**config.mk**
```make
export PLATFORM = sky130hd
export DESIGN_NAME = apc_regs
export DESIGN_NICKNAME = d
export VERILOG_FILES = /design/src/core/apc_pkg.sv /design/src/core/apc_regs.sv
export SDC_FILE = /design/constraint.sdc
export NUM_CORES = 1
export LEC_CHECK = 0
export BUFFER_PORTS_ARGS = -buffer_cell sky130_fd_sc_hd__buf_2
export CAP_MARGIN = 20
export CORE_MARGIN = 1.5
export CORE_UTILIZATION = 25
export CTS_BUF_LIST = sky130_fd_sc_hd__clkbuf_2 sky130_fd_sc_hd__clkbuf_4 sky130_fd_sc_hd__clkbuf_8
export DETAILED_ROUTE_END_ITERATION = 7
export PLACE_DENSITY_LB_ADDON = 0.1
export SYNTH_ARGS = -nofsm -noshare
export SYNTH_HDL_FRONTEND = slang
export SYNTH_SLANG_ARGS = --single-unit
```
**constraint.sdc**
```tcl
create_clock -name ref_clk -period 6.1 [get_ports ref_clk]
set_input_delay 1.22 -clock ref_clk [delete_from_list [all_inputs] [get_ports ref_clk]]
set_output_delay 1.22 -clock ref_clk [all_outputs]
set_load 0.03 [all_outputs]
```
**src/core/apc_pkg.sv**
```systemverilog
// constants for the pair A control register bank
package apc_pkg;
  localparam int unsigned AW         = 5;
  localparam int unsigned DW         = 8;
  localparam int unsigned FRAME_BITS = 16;
  localparam int unsigned HDR_BITS   = 8;

  // register offsets
  localparam logic [4:0] ADDR_PLL  = 5'h01;
  localparam logic [4:0] ADDR_GAIN = 5'h02;
  localparam logic [4:0] ADDR_LTRM = 5'h03;
  localparam logic [4:0] ADDR_RTRM = 5'h04;
  localparam logic [4:0] ADDR_FILT = 5'h05;
  localparam logic [4:0] ADDR_CLKO = 5'h06;
  localparam logic [4:0] ADDR_LVOL = 5'h07;
  localparam logic [4:0] ADDR_RVOL = 5'h08;
  localparam logic [4:0] ADDR_TIMR = 5'h09;
  localparam logic [4:0] ADDR_LCM  = 5'h0A;
  localparam logic [4:0] ADDR_LCR  = 5'h0B;
  localparam logic [4:0] ADDR_DLY  = 5'h0C;

  // writable bit masks, fixed-zero positions cleared
  localparam logic [7:0] MASK_PLL  = 8'hBF;
  localparam logic [7:0] MASK_GAIN = 8'hF3;
  localparam logic [7:0] MASK_LTRM = 8'hCF;
  localparam logic [7:0] MASK_CLKO = 8'hF7;
  localparam logic [7:0] MASK_TIMR = 8'hBF;
  localparam logic [7:0] MASK_DLY  = 8'hBF;
  localparam logic [7:0] MASK_FULL = 8'hFF;

  // reset values
  localparam logic [7:0] RST_PLL  = 8'h18;
  localparam logic [7:0] RST_GAIN = 8'h60;
  localparam logic [7:0] RST_LTRM = 8'hC4;
  localparam logic [7:0] RST_RTRM = 8'h04;
  localparam logic [7:0] RST_FILT = 8'h0F;
  localparam logic [7:0] RST_VOL  = 8'h91;
  localparam logic [7:0] RST_TIMR = 8'h84;
  localparam logic [7:0] RST_LCR  = 8'hE1;
  localparam logic [7:0] RST_ZERO = 8'h00;

  // field positions (lsb)
  localparam int unsigned POS_PLL_PWR  = 0;
  localparam int unsigned POS_ROLE     = 1;
  localparam int unsigned POS_PLL_REF  = 2;
  localparam int unsigned POS_READ_EN  = 7;
  localparam int unsigned POS_LTYPE    = 0;
  localparam int unsigned POS_RTYPE    = 1;
  localparam int unsigned POS_AMP_GAIN = 4;
  localparam int unsigned POS_HPF1_EN  = 7;
  localparam int unsigned POS_TRIM     = 0;
  localparam int unsigned POS_IFMT     = 6;
  localparam int unsigned POS_BCK      = 4;
  localparam int unsigned POS_SLOT     = 6;
  localparam int unsigned POS_FS       = 0;
  localparam int unsigned POS_HPF2_EN  = 4;
  localparam int unsigned POS_LPF_EN   = 5;
  localparam int unsigned POS_HPF_CUT  = 6;
  localparam int unsigned POS_CKO_FREQ = 0;
  localparam int unsigned POS_CKO_EN   = 2;
  localparam int unsigned POS_EXT_RAT  = 4;
  localparam int unsigned POS_INIT_LEN = 6;
  localparam int unsigned POS_WAIT     = 0;
  localparam int unsigned POS_RAMP     = 2;
  localparam int unsigned POS_FATT     = 3;
  localparam int unsigned POS_FSPD     = 4;
  localparam int unsigned POS_VLINK    = 7;
  localparam int unsigned POS_LIM_TH   = 0;
  localparam int unsigned POS_RGAIN    = 2;
  localparam int unsigned POS_EQ_DIS   = 5;
  localparam int unsigned POS_LC4      = 6;
  localparam int unsigned POS_LC_EN    = 7;
  localparam int unsigned POS_DLY_AMT  = 0;
  localparam int unsigned POS_DLY_EN   = 7;

  // initialization cycle lengths in sample periods
  localparam int unsigned INIT_FS_0 = 1059;
  localparam int unsigned INIT_FS_1 = 267;
  localparam int unsigned INIT_FS_2 = 531;
  localparam int unsigned INIT_FS_3 = 2115;
  localparam int unsigned INIT_CW   = 12;

  typedef enum logic [2:0] {
    SER_IDLE = 3'b001,
    SER_HDR  = 3'b010,
    SER_DATA = 3'b100
  } apc_ser_e;

  typedef enum logic [2:0] {
    INI_OFF  = 3'b001,
    INI_RUN  = 3'b010,
    INI_DONE = 3'b100
  } apc_init_e;
endpackage

```
**src/core/apc_regs.sv**
```systemverilog
// pair A control register bank with three-wire serial control port
// Functional notes
// [RQ1] pll power bit 0 external clock, 1 pll; role bit 0 slave, 1 master.
// [RQ2] four-bit pll reference select resets to 0110.
// [RQ3] read enable bit resets 0; readback only when set to 1.
// [RQ4] per-channel input type: 0 single-ended (reset), 1 fully differential.
// [RQ5] three-bit amp gain field resets to 110.
// [RQ6] first highpass enable resets off; cutoff field resets 00; host should enable.
// [RQ7] left and right sensitivity trims reset to 4H.
// [RQ8] interface format resets 11; slot format resets 00.
// [RQ9] sample rate select resets to 1111.
// [RQ10] second highpass enable 1 uses coefficients, 0 passes unchanged.
// [RQ11] lowpass enable 1 uses coefficients, 0 (reset) bypasses.
// [RQ12] master clock out low when disabled, else selected frequency.
// [RQ13] external input clock ratio field resets to 00.
// [RQ14] init cycle length field resets 00, meaning 1059 sample periods.
// [RQ15] bit clock output ratio field resets 00.
// [RQ16] left and right volume registers reset to 91H.
// [RQ17] volume link 1 (reset): left value drives both; right register untouched.
// [RQ18] volume ramp time bit resets to 1.
// [RQ19] level control enable and four-channel link off; eq disable 0; threshold 00.
// [RQ20] recovery wait, fast speed, fast attenuation all reset to zero codes.
// [RQ21] recovery reference resets to E1H.
// [RQ22] left one delay: enabled applies amount steps, disabled gives no delay.
// [RQ23] channel power rising starts init cycle before data is declared ready.
// [RQ24] power-down pin low returns every register to its reset value.
// [RQ25] host writes zero into fixed-zero positions.
// [RQ26] fixed-zero positions read zero and ignore writes.
module apc_regs
  import apc_pkg::*;
#(
  parameter logic [1:0]        CHIP_ADDR = 2'b00,
  parameter int unsigned       INIT_LEN0 = apc_pkg::INIT_FS_0,
  parameter int unsigned       INIT_LEN1 = apc_pkg::INIT_FS_1,
  parameter int unsigned       INIT_LEN2 = apc_pkg::INIT_FS_2,
  parameter int unsigned       INIT_LEN3 = apc_pkg::INIT_FS_3
) (
  input  wire logic            ref_clk,
  input  wire logic            rst,
  input  wire logic            power_down_pin_n,
  input  wire logic            ser_csn,
  input  wire logic            ser_cclk,
  input  wire logic            ser_data_in,
  output logic                 ser_data_out,
  output logic                 ser_data_oe_n,
  input  wire logic            left_channel_power,
  input  wire logic            fs_tick,
  input  wire logic [3:0]      clock_out_sources,
  output logic                 master_clock_out,
  output logic                 left_adc_ready,
  output logic                 pll_power_bit,
  output logic                 master_role,
  output logic [3:0]           pll_reference_select,
  output logic                 left_input_type,
  output logic                 right_input_type,
  output logic [2:0]           amp_gain_a,
  output logic                 first_highpass_enable,
  output logic [1:0]           highpass_cutoff,
  output logic [3:0]           left_sensitivity_trim,
  output logic [3:0]           right_sensitivity_trim,
  output logic [1:0]           interface_format,
  output logic [1:0]           slot_format,
  output logic [1:0]           bitclock_out_ratio,
  output logic [3:0]           sample_rate_select,
  output logic                 second_highpass_active,
  output logic                 lowpass_active,
  output logic [1:0]           ext_input_clock_ratio,
  output logic [1:0]           init_cycle_length,
  output logic [7:0]           left_volume_eff,
  output logic [7:0]           right_volume_eff,
  output logic                 volume_ramp_time,
  output logic [1:0]           recovery_wait,
  output logic                 fast_recovery_atten,
  output logic [1:0]           fast_recovery_speed,
  output logic                 level_control_enable,
  output logic                 four_channel_link,
  output logic                 level_eq_disable,
  output logic [2:0]           recovery_gain_step,
  output logic [1:0]           limiter_threshold,
  output logic [7:0]           recovery_reference,
  output logic [6:0]           left_one_delay_steps
);
  import apc_pkg::*;

  function automatic logic [7:0] wr_mask(input logic [4:0] a);
    case (a)
      ADDR_PLL:  wr_mask = MASK_PLL;
      ADDR_GAIN: wr_mask = MASK_GAIN;
      ADDR_LTRM: wr_mask = MASK_LTRM;
      ADDR_CLKO: wr_mask = MASK_CLKO;
      ADDR_TIMR: wr_mask = MASK_TIMR;
      ADDR_DLY:  wr_mask = MASK_DLY;
      ADDR_RTRM, ADDR_FILT, ADDR_LVOL, ADDR_RVOL,
      ADDR_LCM,  ADDR_LCR:  wr_mask = MASK_FULL;
      default:   wr_mask = RST_ZERO;
    endcase
  endfunction

  function automatic logic [7:0] rst_val(input logic [4:0] a);
    case (a)
      ADDR_PLL:  rst_val = RST_PLL;   // [RQ1] [RQ2] [RQ3]
      ADDR_GAIN: rst_val = RST_GAIN;  // [RQ4] [RQ5] [RQ6]
      ADDR_LTRM: rst_val = RST_LTRM;  // [RQ7] [RQ8]
      ADDR_RTRM: rst_val = RST_RTRM;  // [RQ7] [RQ8] [RQ15]
      ADDR_FILT: rst_val = RST_FILT;  // [RQ6] [RQ9] [RQ11]
      ADDR_LVOL: rst_val = RST_VOL;   // [RQ16]
      ADDR_RVOL: rst_val = RST_VOL;   // [RQ16]
      ADDR_TIMR: rst_val = RST_TIMR;  // [RQ17] [RQ18] [RQ20]
      ADDR_LCR:  rst_val = RST_LCR;   // [RQ21]
      default:   rst_val = RST_ZERO;  // [RQ12] [RQ13] [RQ14] [RQ19] [RQ22]
    endcase
  endfunction

  // pin synchronisers: stage 1 only feeds stage 2
  logic       csn_s1_q, csn_s2_q;
  logic       cclk_s1_q, cclk_s2_q, cclk_s3_q;
  logic       sdi_s1_q, sdi_s2_q;
  logic       pdn_s1_q, pdn_s2_q;
  logic [3:0] cko_s1_q, cko_s2_q;

  always_ff @(posedge ref_clk) begin
    csn_s1_q  <= ser_csn;
    csn_s2_q  <= csn_s1_q;
    cclk_s1_q <= ser_cclk;
    cclk_s2_q <= cclk_s1_q;
    cclk_s3_q <= cclk_s2_q;
    sdi_s1_q  <= ser_data_in;
    sdi_s2_q  <= sdi_s1_q;
    pdn_s1_q  <= power_down_pin_n;
    pdn_s2_q  <= pdn_s1_q;
    cko_s1_q  <= clock_out_sources;
    cko_s2_q  <= cko_s1_q;
  end

  wire reg_clear = rst | ~pdn_s2_q;  // [RQ24]
  wire cclk_rise = cclk_s2_q & ~cclk_s3_q;
  wire cclk_fall = ~cclk_s2_q & cclk_s3_q;

  // serial frame: chip[1:0], write flag, address[4:0], data[7:0], msb first
  apc_ser_e   ser_q, ser_d;
  logic [6:0] shift_q;
  logic [3:0] bit_cnt_q;
  logic [7:0] hdr_q;
  logic [7:0] rd_q;
  logic       dout_q;
  logic       oe_n_q;
  logic [7:0] regs_q [0:15];

  wire [7:0] word_now  = {shift_q, sdi_s2_q};
  wire       hdr_end   = cclk_rise && (bit_cnt_q == 4'(HDR_BITS - 1));
  wire       frame_end = cclk_rise && (bit_cnt_q == 4'(FRAME_BITS - 1));
  wire       chip_ok   = (hdr_q[7:6] == CHIP_ADDR);
  wire       is_write  = hdr_q[5];
  wire [4:0] acc_addr  = hdr_q[4:0];
  wire       read_en   = regs_q[ADDR_PLL[3:0]][POS_READ_EN];
  wire [4:0] hdr_addr  = word_now[4:0];
  wire       wr_fire   = (ser_q == SER_DATA) && frame_end && chip_ok && is_write;
  // masked readback keeps fixed-zero and unmapped positions at zero
  wire [7:0] rd_word   = regs_q[hdr_addr[3:0]] & wr_mask(hdr_addr);  // [RQ26]
  wire       rd_start  = hdr_end && (word_now[7:6] == CHIP_ADDR) && !word_now[5]
                         && read_en;  // [RQ3]

  always_comb begin
    ser_d = ser_q;
    case (ser_q)
      SER_IDLE: if (!csn_s2_q) ser_d = SER_HDR;
      SER_HDR:  if (hdr_end) ser_d = SER_DATA;
      SER_DATA: if (frame_end) ser_d = SER_IDLE;
      default:  ser_d = SER_IDLE;
    endcase
    if (csn_s2_q) ser_d = SER_IDLE;
  end

  always_ff @(posedge ref_clk) begin
    if (rst) begin
      ser_q     <= SER_IDLE;
      shift_q   <= '0;
      bit_cnt_q <= '0;
      hdr_q     <= '0;
    end else begin
      ser_q <= ser_d;
      if (csn_s2_q) begin
        bit_cnt_q <= '0;
      end else if (cclk_rise) begin
        shift_q   <= word_now[6:0];
        bit_cnt_q <= bit_cnt_q + 4'd1;
        if (hdr_end) hdr_q <= word_now;
      end
    end
  end

  // readback drives on falling edges so the host samples on rising ones
  always_ff @(posedge ref_clk) begin
    if (rst || csn_s2_q) begin
      rd_q   <= '0;
      dout_q <= 1'b0;
      oe_n_q <= 1'b1;
    end else if (rd_start) begin
      rd_q   <= rd_word;
    end else if (cclk_fall && ser_q == SER_DATA && !is_write && chip_ok && read_en) begin
      dout_q <= rd_q[7];
      rd_q   <= {rd_q[6:0], 1'b0};
      oe_n_q <= 1'b0;
    end
  end

  assign ser_data_out  = dout_q;
  assign ser_data_oe_n = oe_n_q;

  // register array; writes are masked so fixed-zero spots stay zero whatever the far party sends
  always_ff @(posedge ref_clk) begin
    if (reg_clear) begin
      for (int i = 0; i < 16; i++) regs_q[i] <= rst_val(5'(i));  // [RQ24]
    end else if (wr_fire && |wr_mask(acc_addr)) begin
      regs_q[acc_addr[3:0]] <= word_now & wr_mask(acc_addr);  // [RQ26] [RQ25]
    end
  end

  assign pll_power_bit         = regs_q[ADDR_PLL[3:0]][POS_PLL_PWR];  // [RQ1]
  assign master_role           = regs_q[ADDR_PLL[3:0]][POS_ROLE];  // [RQ1]
  assign pll_reference_select  = regs_q[ADDR_PLL[3:0]][POS_PLL_REF +: 4];  // [RQ2]
  assign left_input_type       = regs_q[ADDR_GAIN[3:0]][POS_LTYPE];  // [RQ4]
  assign right_input_type      = regs_q[ADDR_GAIN[3:0]][POS_RTYPE];  // [RQ4]
  assign amp_gain_a            = regs_q[ADDR_GAIN[3:0]][POS_AMP_GAIN +: 3];  // [RQ5]
  assign first_highpass_enable = regs_q[ADDR_GAIN[3:0]][POS_HPF1_EN];  // [RQ6]
  assign highpass_cutoff       = regs_q[ADDR_FILT[3:0]][POS_HPF_CUT +: 2];  // [RQ6]
  assign left_sensitivity_trim = regs_q[ADDR_LTRM[3:0]][POS_TRIM +: 4];  // [RQ7]
  assign right_sensitivity_trim = regs_q[ADDR_RTRM[3:0]][POS_TRIM +: 4];  // [RQ7]
  assign interface_format      = regs_q[ADDR_LTRM[3:0]][POS_IFMT +: 2];  // [RQ8]
  assign slot_format           = regs_q[ADDR_RTRM[3:0]][POS_SLOT +: 2];  // [RQ8]
  assign bitclock_out_ratio    = regs_q[ADDR_RTRM[3:0]][POS_BCK +: 2];  // [RQ15]
  assign sample_rate_select    = regs_q[ADDR_FILT[3:0]][POS_FS +: 4];  // [RQ9]
  assign second_highpass_active = regs_q[ADDR_FILT[3:0]][POS_HPF2_EN];  // [RQ10]
  assign lowpass_active        = regs_q[ADDR_FILT[3:0]][POS_LPF_EN];  // [RQ11]
  assign ext_input_clock_ratio = regs_q[ADDR_CLKO[3:0]][POS_EXT_RAT +: 2];  // [RQ13]
  assign init_cycle_length     = regs_q[ADDR_CLKO[3:0]][POS_INIT_LEN +: 2];  // [RQ14]
  assign left_volume_eff       = regs_q[ADDR_LVOL[3:0]];  // [RQ16]
  assign volume_ramp_time      = regs_q[ADDR_TIMR[3:0]][POS_RAMP];  // [RQ18]
  assign recovery_wait         = regs_q[ADDR_TIMR[3:0]][POS_WAIT +: 2];  // [RQ20]
  assign fast_recovery_atten   = regs_q[ADDR_TIMR[3:0]][POS_FATT];  // [RQ20]
  assign fast_recovery_speed   = regs_q[ADDR_TIMR[3:0]][POS_FSPD +: 2];  // [RQ20]
  assign level_control_enable  = regs_q[ADDR_LCM[3:0]][POS_LC_EN];  // [RQ19]
  assign four_channel_link     = regs_q[ADDR_LCM[3:0]][POS_LC4];  // [RQ19]
  assign level_eq_disable      = regs_q[ADDR_LCM[3:0]][POS_EQ_DIS];  // [RQ19]
  assign recovery_gain_step    = regs_q[ADDR_LCM[3:0]][POS_RGAIN +: 3];
  assign limiter_threshold     = regs_q[ADDR_LCM[3:0]][POS_LIM_TH +: 2];  // [RQ19]
  assign recovery_reference    = regs_q[ADDR_LCR[3:0]];  // [RQ21]

  // derived outputs, each from its own flop
  wire       vol_link  = regs_q[ADDR_TIMR[3:0]][POS_VLINK];
  wire       cko_en    = regs_q[ADDR_CLKO[3:0]][POS_CKO_EN];
  wire [1:0] cko_sel   = regs_q[ADDR_CLKO[3:0]][POS_CKO_FREQ +: 2];
  wire       dly_en    = regs_q[ADDR_DLY[3:0]][POS_DLY_EN];
  wire [5:0] dly_amt   = regs_q[ADDR_DLY[3:0]][POS_DLY_AMT +: 6];
  // right register keeps its own value; only the applied level follows left
  wire [7:0] rvol_d    = vol_link ? regs_q[ADDR_LVOL[3:0]]
                                  : regs_q[ADDR_RVOL[3:0]];  // [RQ17]
  // code 00H already means one step, so steps are amount plus one
  wire [6:0] dly_d     = dly_en ? ({1'b0, dly_amt} + 7'd1) : 7'd0;  // [RQ22]
  wire       mclk_d    = cko_en & cko_s2_q[cko_sel];  // [RQ12]

  logic [7:0] rvol_q;
  logic [6:0] dly_q;
  logic       mclk_q;

  always_ff @(posedge ref_clk) begin
    if (reg_clear) begin
      rvol_q <= RST_VOL;
      dly_q  <= '0;
      mclk_q <= 1'b0;
    end else begin
      rvol_q <= rvol_d;
      dly_q  <= dly_d;
      mclk_q <= mclk_d;
    end
  end

  assign right_volume_eff     = rvol_q;
  assign left_one_delay_steps = dly_q;
  assign master_clock_out     = mclk_q;

  // initialization cycle after the left channel powers up
  function automatic logic [INIT_CW-1:0] init_len(input logic [1:0] code);
    case (code)
      2'b00:   init_len = INIT_CW'(INIT_LEN0);
      2'b01:   init_len = INIT_CW'(INIT_LEN1);
      2'b10:   init_len = INIT_CW'(INIT_LEN2);
      default: init_len = INIT_CW'(INIT_LEN3);
    endcase
  endfunction

  apc_init_e          ini_q, ini_d;
  logic               pwr_prev_q;
  logic [INIT_CW-1:0] ini_cnt_q;
  logic               ready_q;

  wire pwr_rise = left_channel_power & ~pwr_prev_q;
  wire cnt_last = fs_tick && (ini_cnt_q == init_len(init_cycle_length) - INIT_CW'(1));

  always_comb begin
    ini_d = ini_q;
    case (ini_q)
      INI_OFF:  if (pwr_rise) ini_d = INI_RUN;  // [RQ23]
      INI_RUN:  if (cnt_last) ini_d = INI_DONE;  // [RQ23]
      INI_DONE: ini_d = INI_DONE;
      default:  ini_d = INI_OFF;
    endcase
    if (!left_channel_power) ini_d = INI_OFF;
  end

  always_ff @(posedge ref_clk) begin
    if (reg_clear) begin
      ini_q      <= INI_OFF;
      pwr_prev_q <= 1'b0;
      ini_cnt_q  <= '0;
      ready_q    <= 1'b0;
    end else begin
      ini_q      <= ini_d;
      pwr_prev_q <= left_channel_power;
      ready_q    <= (ini_d == INI_DONE);
      if (ini_q != INI_RUN) ini_cnt_q <= '0;
      else if (fs_tick) ini_cnt_q <= ini_cnt_q + INIT_CW'(1);
    end
  end

  assign left_adc_ready = ready_q;
endmodule

```
* Yosys cells after proc, flatten, opt, wreduce, memory -nomap -nowiden
Memories as Yosys holds them, arrays and structs flattened. A register that Yosys moved wholly into a read port is not among the register bits.
Index checks and enable logic that the tools add are counted.
** Cells by class
- $add $sub $neg :: 4
- Magnitude comparators :: 1
- Equality and inequality tests :: 15
- Multiplexer cells :: 40
- Bitwise operators :: 14
- Reductions and logical operators :: 30
** Operators with widths (count)
- 8-bit 2-to-1 mux :: 19
- 12-bit case mux with 3 select lines :: 1
- 4-bit 2-to-1 mux :: 5
- 3-bit case mux with 3 select lines :: 2
- 8-bit bitwise AND :: 2
- 8-bit OR reduction :: 2
- 3-bit 2-to-1 mux :: 5
- 1-bit logical AND :: 14
- 12-bit by 1-bit adder with 12-bit output, second input constant :: 1
- 12-bit == test :: 1
- 12-bit by 1-bit subtractor with 12-bit output, second input constant :: 1
- 3-bit == test, second input constant :: 3
- 6-bit by 1-bit adder with 7-bit output, second input constant :: 1
- 1-bit 2-to-1 mux :: 7
- 1-bit NOT :: 7
- 3-bit by 1-bit == test with 1-bit output, second input constant :: 2
- 3-bit by 2-bit == test with 1-bit output, second input constant :: 2
- 2-bit zero test :: 3
- 2-bit AND reduction :: 3
- 2-bit OR reduction :: 3
- 4-bit by 1-bit adder with 4-bit output, second input constant :: 1
- 1-bit bitwise AND :: 4
- 4-bit by 3-bit == test with 1-bit output, second input constant :: 1
- 4-bit == test, second input constant :: 1
- 11 further kinds :: 13
** Word-level totals
- Register bits after elaboration :: 82
- Memory bits (writable) :: 128
- ROM bits :: 384
- Output and inout bits :: 87
- Word-level logic and storage cells :: 133
- Memories :: 4
** Memories
- (name not given) :: words 16, bits a word 8, read ports 1, clocked after Yosys merged registers in 1, wr ports 0, RTL line apc_regs.sv:86 : case (a)
- (name not given) :: words 16, bits a word 8, read ports 1, clocked after Yosys merged registers in 1, wr ports 0, RTL line apc_regs.sv:86
- (name not given) :: words 16, bits a word 8, read ports 1, clocked after Yosys merged registers in 0, wr ports 0, RTL line apc_regs.sv:86
- regs_q :: words 16, bits a word 8, read ports 13, clocked after Yosys merged registers in 0, wr ports 16, RTL line apc_regs.sv:147 : logic [7:0] regs_q [0:15];

* Longest topological paths before layout
- Depth in word-level cells :: 12
- Gate-level depth with buffers :: 9
- Depth with buffers taken out :: 9

* Worst setup path before layout
Ideal clock, no wire load.
- Kind :: input-to-reg
- Start point :: input port rst
- End point :: memory regs_q[6][0], enable pin
- Arrival :: 3.019 ns
- Required time :: 5.716 ns
- Slack :: 2.697 ns
- Stages on the path :: 6
- Cell sequence :: or2b_4 > nor3b_4 > o2111ai_4 > or3_4 > buf_6 > o21ai_0
** RTL lines
- start: declaration :: RTL line apc_regs.sv:39 : input wire logic rst,
- end: declaration :: RTL line apc_regs.sv:147

==> metrics.md <==
| Metric | Value |
|---|---|
| Worst hold margin | `0.318 ns` |
| GRT Total Usage | `0.168` |
| Vias | `6578` |
| CP Launch Type | `input pin` |
| Max H-tree Level | `2` |
| Net Count, Synth | `825` |
| Cell area after synthesis | `9420 µm²` |
| Max-slew violation count | `0` |
| Critical path capture point type | `flip-flop` |
| # resized after CTS | `0` |
| Critical path class | `input pin to flip-flop` |
| Flops & latches, synth | `211` |
| DRT antenna net count | `0` |
| Largest net degree at the start of global routing | `39` |
| Most numerous cell in the Yosys netlist | `edfxtp_1` |
| Critical Path RT | `6.25 ns` |
| CTS Buffer Depth | `3` |
| Port buffer count | `98` |
| Core Region | `36900 µm²` |
| Final hold violation count | `0` |
| Seq/Total Area, Yosys | `0.580` |
| Slew at the pin with the worst max-slew slack | `1.13 ns` |
| Final WL | `32500 µm` |
| Die outline height | `197 µm` |
| Num ports | `99` |
| Final period utilization | `0.614` |
| Final worst setup slack | `2.36 ns` |
| Final setup vio count | `0` |
| Mean Syn Cell Area | `11.8 µm²` |
| Most instantiated cells after synthesis | `124 x edfxtp_1, 122 x nor2_1, 87 x dfxtp_1, 73 x nand2_1, 32 x o21ai_0` |
| Pre-CTS setup slack | `1.74 ns` |
| Layout cells sized above 1 | `0.280` |
| Syn. warnings | `0` |
| TritonCTS Sinks | `211` |
| Cell Rows | `70` |
| Initial Utilization | `0.255` |
| Most area-consuming cells after synthesis | `edfxtp_1 40%, dfxtp_1 18%, mux4_2 7.4%` |
| Number of antenna violations at the first check in global routing | `0` |
| Synth Flop Type | `edfxtp_1` |
| Fin Clk Skew | `0.0214 ns` |
| Root Driver | `clkbuf_8` |
| Clock Pin Slew Worst Setup and Hold Paths | `0.06 ns` |
| Final HPWL DP | `23600 µm` |
| CTS tree | `built` |
| Min-Delay Path Class | `flip-flop to flip-flop` |
| TritonRoute pass-1 iters | `7` |
| Area delta synth->final | `18.6%` |
| Power per standard cell area | `299 nW/µm²` |
| Worst rel slew slack | `0.243` |
| P_leak | `3.87 nW` |
| Vias in the first global route | `6562` |
| Worst-path fanout max | `28` |
| Post-layout util | `0.303` |
| Max Cap Viol | `0` |
| Setup Buffers After CTS | `0` |
| Drt drc | `0` |
| Setup TNS | `0 ns` |
| CP arrival | `3.90 ns` |
| Die footprint | `38900 µm²` |
| GPL Wtd Cong | `0.838` |
| CTS Buf Count | `42` |
| Final min period | `3.74 ns` |
| Wire length of the first global-routing pass | `46300 µm` |
| Diode count | `0` |
| Yosys cell types | `67` |
| RSZ-0062 raised after global routing | `false` |
| 1st-iter DRT viols | `446` |
| Vias per cell | `4.61` |
| Post-CTS Hold Buffers | `0` |
| Status | `completed` |
| Number of synthesized flops with an enable pin | `124` |
| Cells after Synth | `801` |
| Final nets | `912` |
| Post-synth top area share | `0.395` |
| FILL cells | `3843` |
| Fraction of registers with async set/reset | `0` |
| Clock latency on the worst-skew pair | `0.55 ns` |
| Placement Cell Area | `10200 µm²` |
| Overflow after GRT | `0` |
| Peak supply drop | `0.000147 V` |
| Die X | `197 µm` |
| Largest area contributor in the netlist | `edfxtp_1` |
| WL/cell | `22.8 µm` |
| Fmax | `267 MHz` |
| Final instance area | `11200 µm²` |
==> through the flow <==
stage | power (W) | instances
after floorplan | 0.00171 | 801
after global placement | 0.00178 | 1338
after detailed placement | 0.00178 | 1338
after CTS | 0.00339 | 1416
after global routing | 0.00347 | 1426
final | 0.00334 | 1426
==> critical path: stages <==
cell,delay [ns]
buf_2,0.22
or2b_4,0.36
nor3b_4,0.26
o2111a_1,0.29
nand3_2,0.48
o21ai_0,1.04
==> cell type report <==
cell class	instances	area, µm²	area share
inverters	15	56.3	0.00504
clock buffers	76	946	0.0847
repair buffers	113	581	0.0520
clock inverters	2	10.0	0.000896
flip-flops and latches	211	5470	0.489
multi-input cells	505	3480	0.312
well taps	504	631	0.0564
==> layer usage <==
metal / GRT usage / share of wire / vias up
met2: 0.263 / 0.46 / 191
met3: 0.0398 / 0.055 / 44
met4: 0.0509 / 0.023 / 0
met1: 0.230 / 0.46 / 3282
met5: 0 / 0 / -
li1: - / - / 3061
==> flip-flops by register name (all words and copies together), names as in the netlist, 7 cells and up, named ones only <==
register,count
shift_q,7
hdr_q,8
regs_q,124
ini_cnt_q,12
rd_q,8
left_one_delay_steps,7
right_volume_eff,8
==> kinds of logic (layout without fill, tap and decap cells) <==
group	Yosys count	count (layout)	share of synthesized area
xor+xnor	16	16	0.0149
mux	43	43	0.0869
flops	211	211	0.580
buf+inv	85	206	0.0506
fa+ha+maj	12	12	0.0159
compound gates	105	105	0.0734
simple gates	329	329	0.178
==> report_power, final <==
| part | internal (W) | switching [W] | leakage (nW) | total (W) |
|---|---|---|---|---|
| sequential | 0.00155 | 0.0000347 | 1.98 | 0.00158 |
| clock | 0.000964 | 0.000627 | 0.513 | 0.00159 |
| combinational | 0.0000594 | 0.000106 | 1.37 | 0.000166 |
==> layout by cell type, fill, tap and decap left out, drive strengths merged, types with 6 or more instances in the layout <==
cell type	instances
nor2b	13
xor2	10
and2	8
clkbuf	79
mux2i	12
nand2b	6
xnor2	6
or3	10
edfxtp	124
inv	15
a21oi	23
a22oi	11
dfxtp	87
ha	12
mux4	31
nand4	6
a22o	10
o21ai	33
nor2	136
buf	110
nor3	17
nand3	28
nand2	73
==> path summary, 6_finish.rpt <==
| path | startpoint | to | slack [ns] | cells after the start |
|---|---|---|---|---|
| max reg2reg | cclk_s2_q | regs_q[9][4] | 2.78 | 5 |
| min | sdi_s1_q | sdi_s2_q | 0.32 | 0 |
| max | rst | regs_q[9][4] | 2.36 | 6 |
| min reg2reg | sdi_s1_q | sdi_s2_q | 0.32 | 0 |
(Power assumes the default switching activity.)
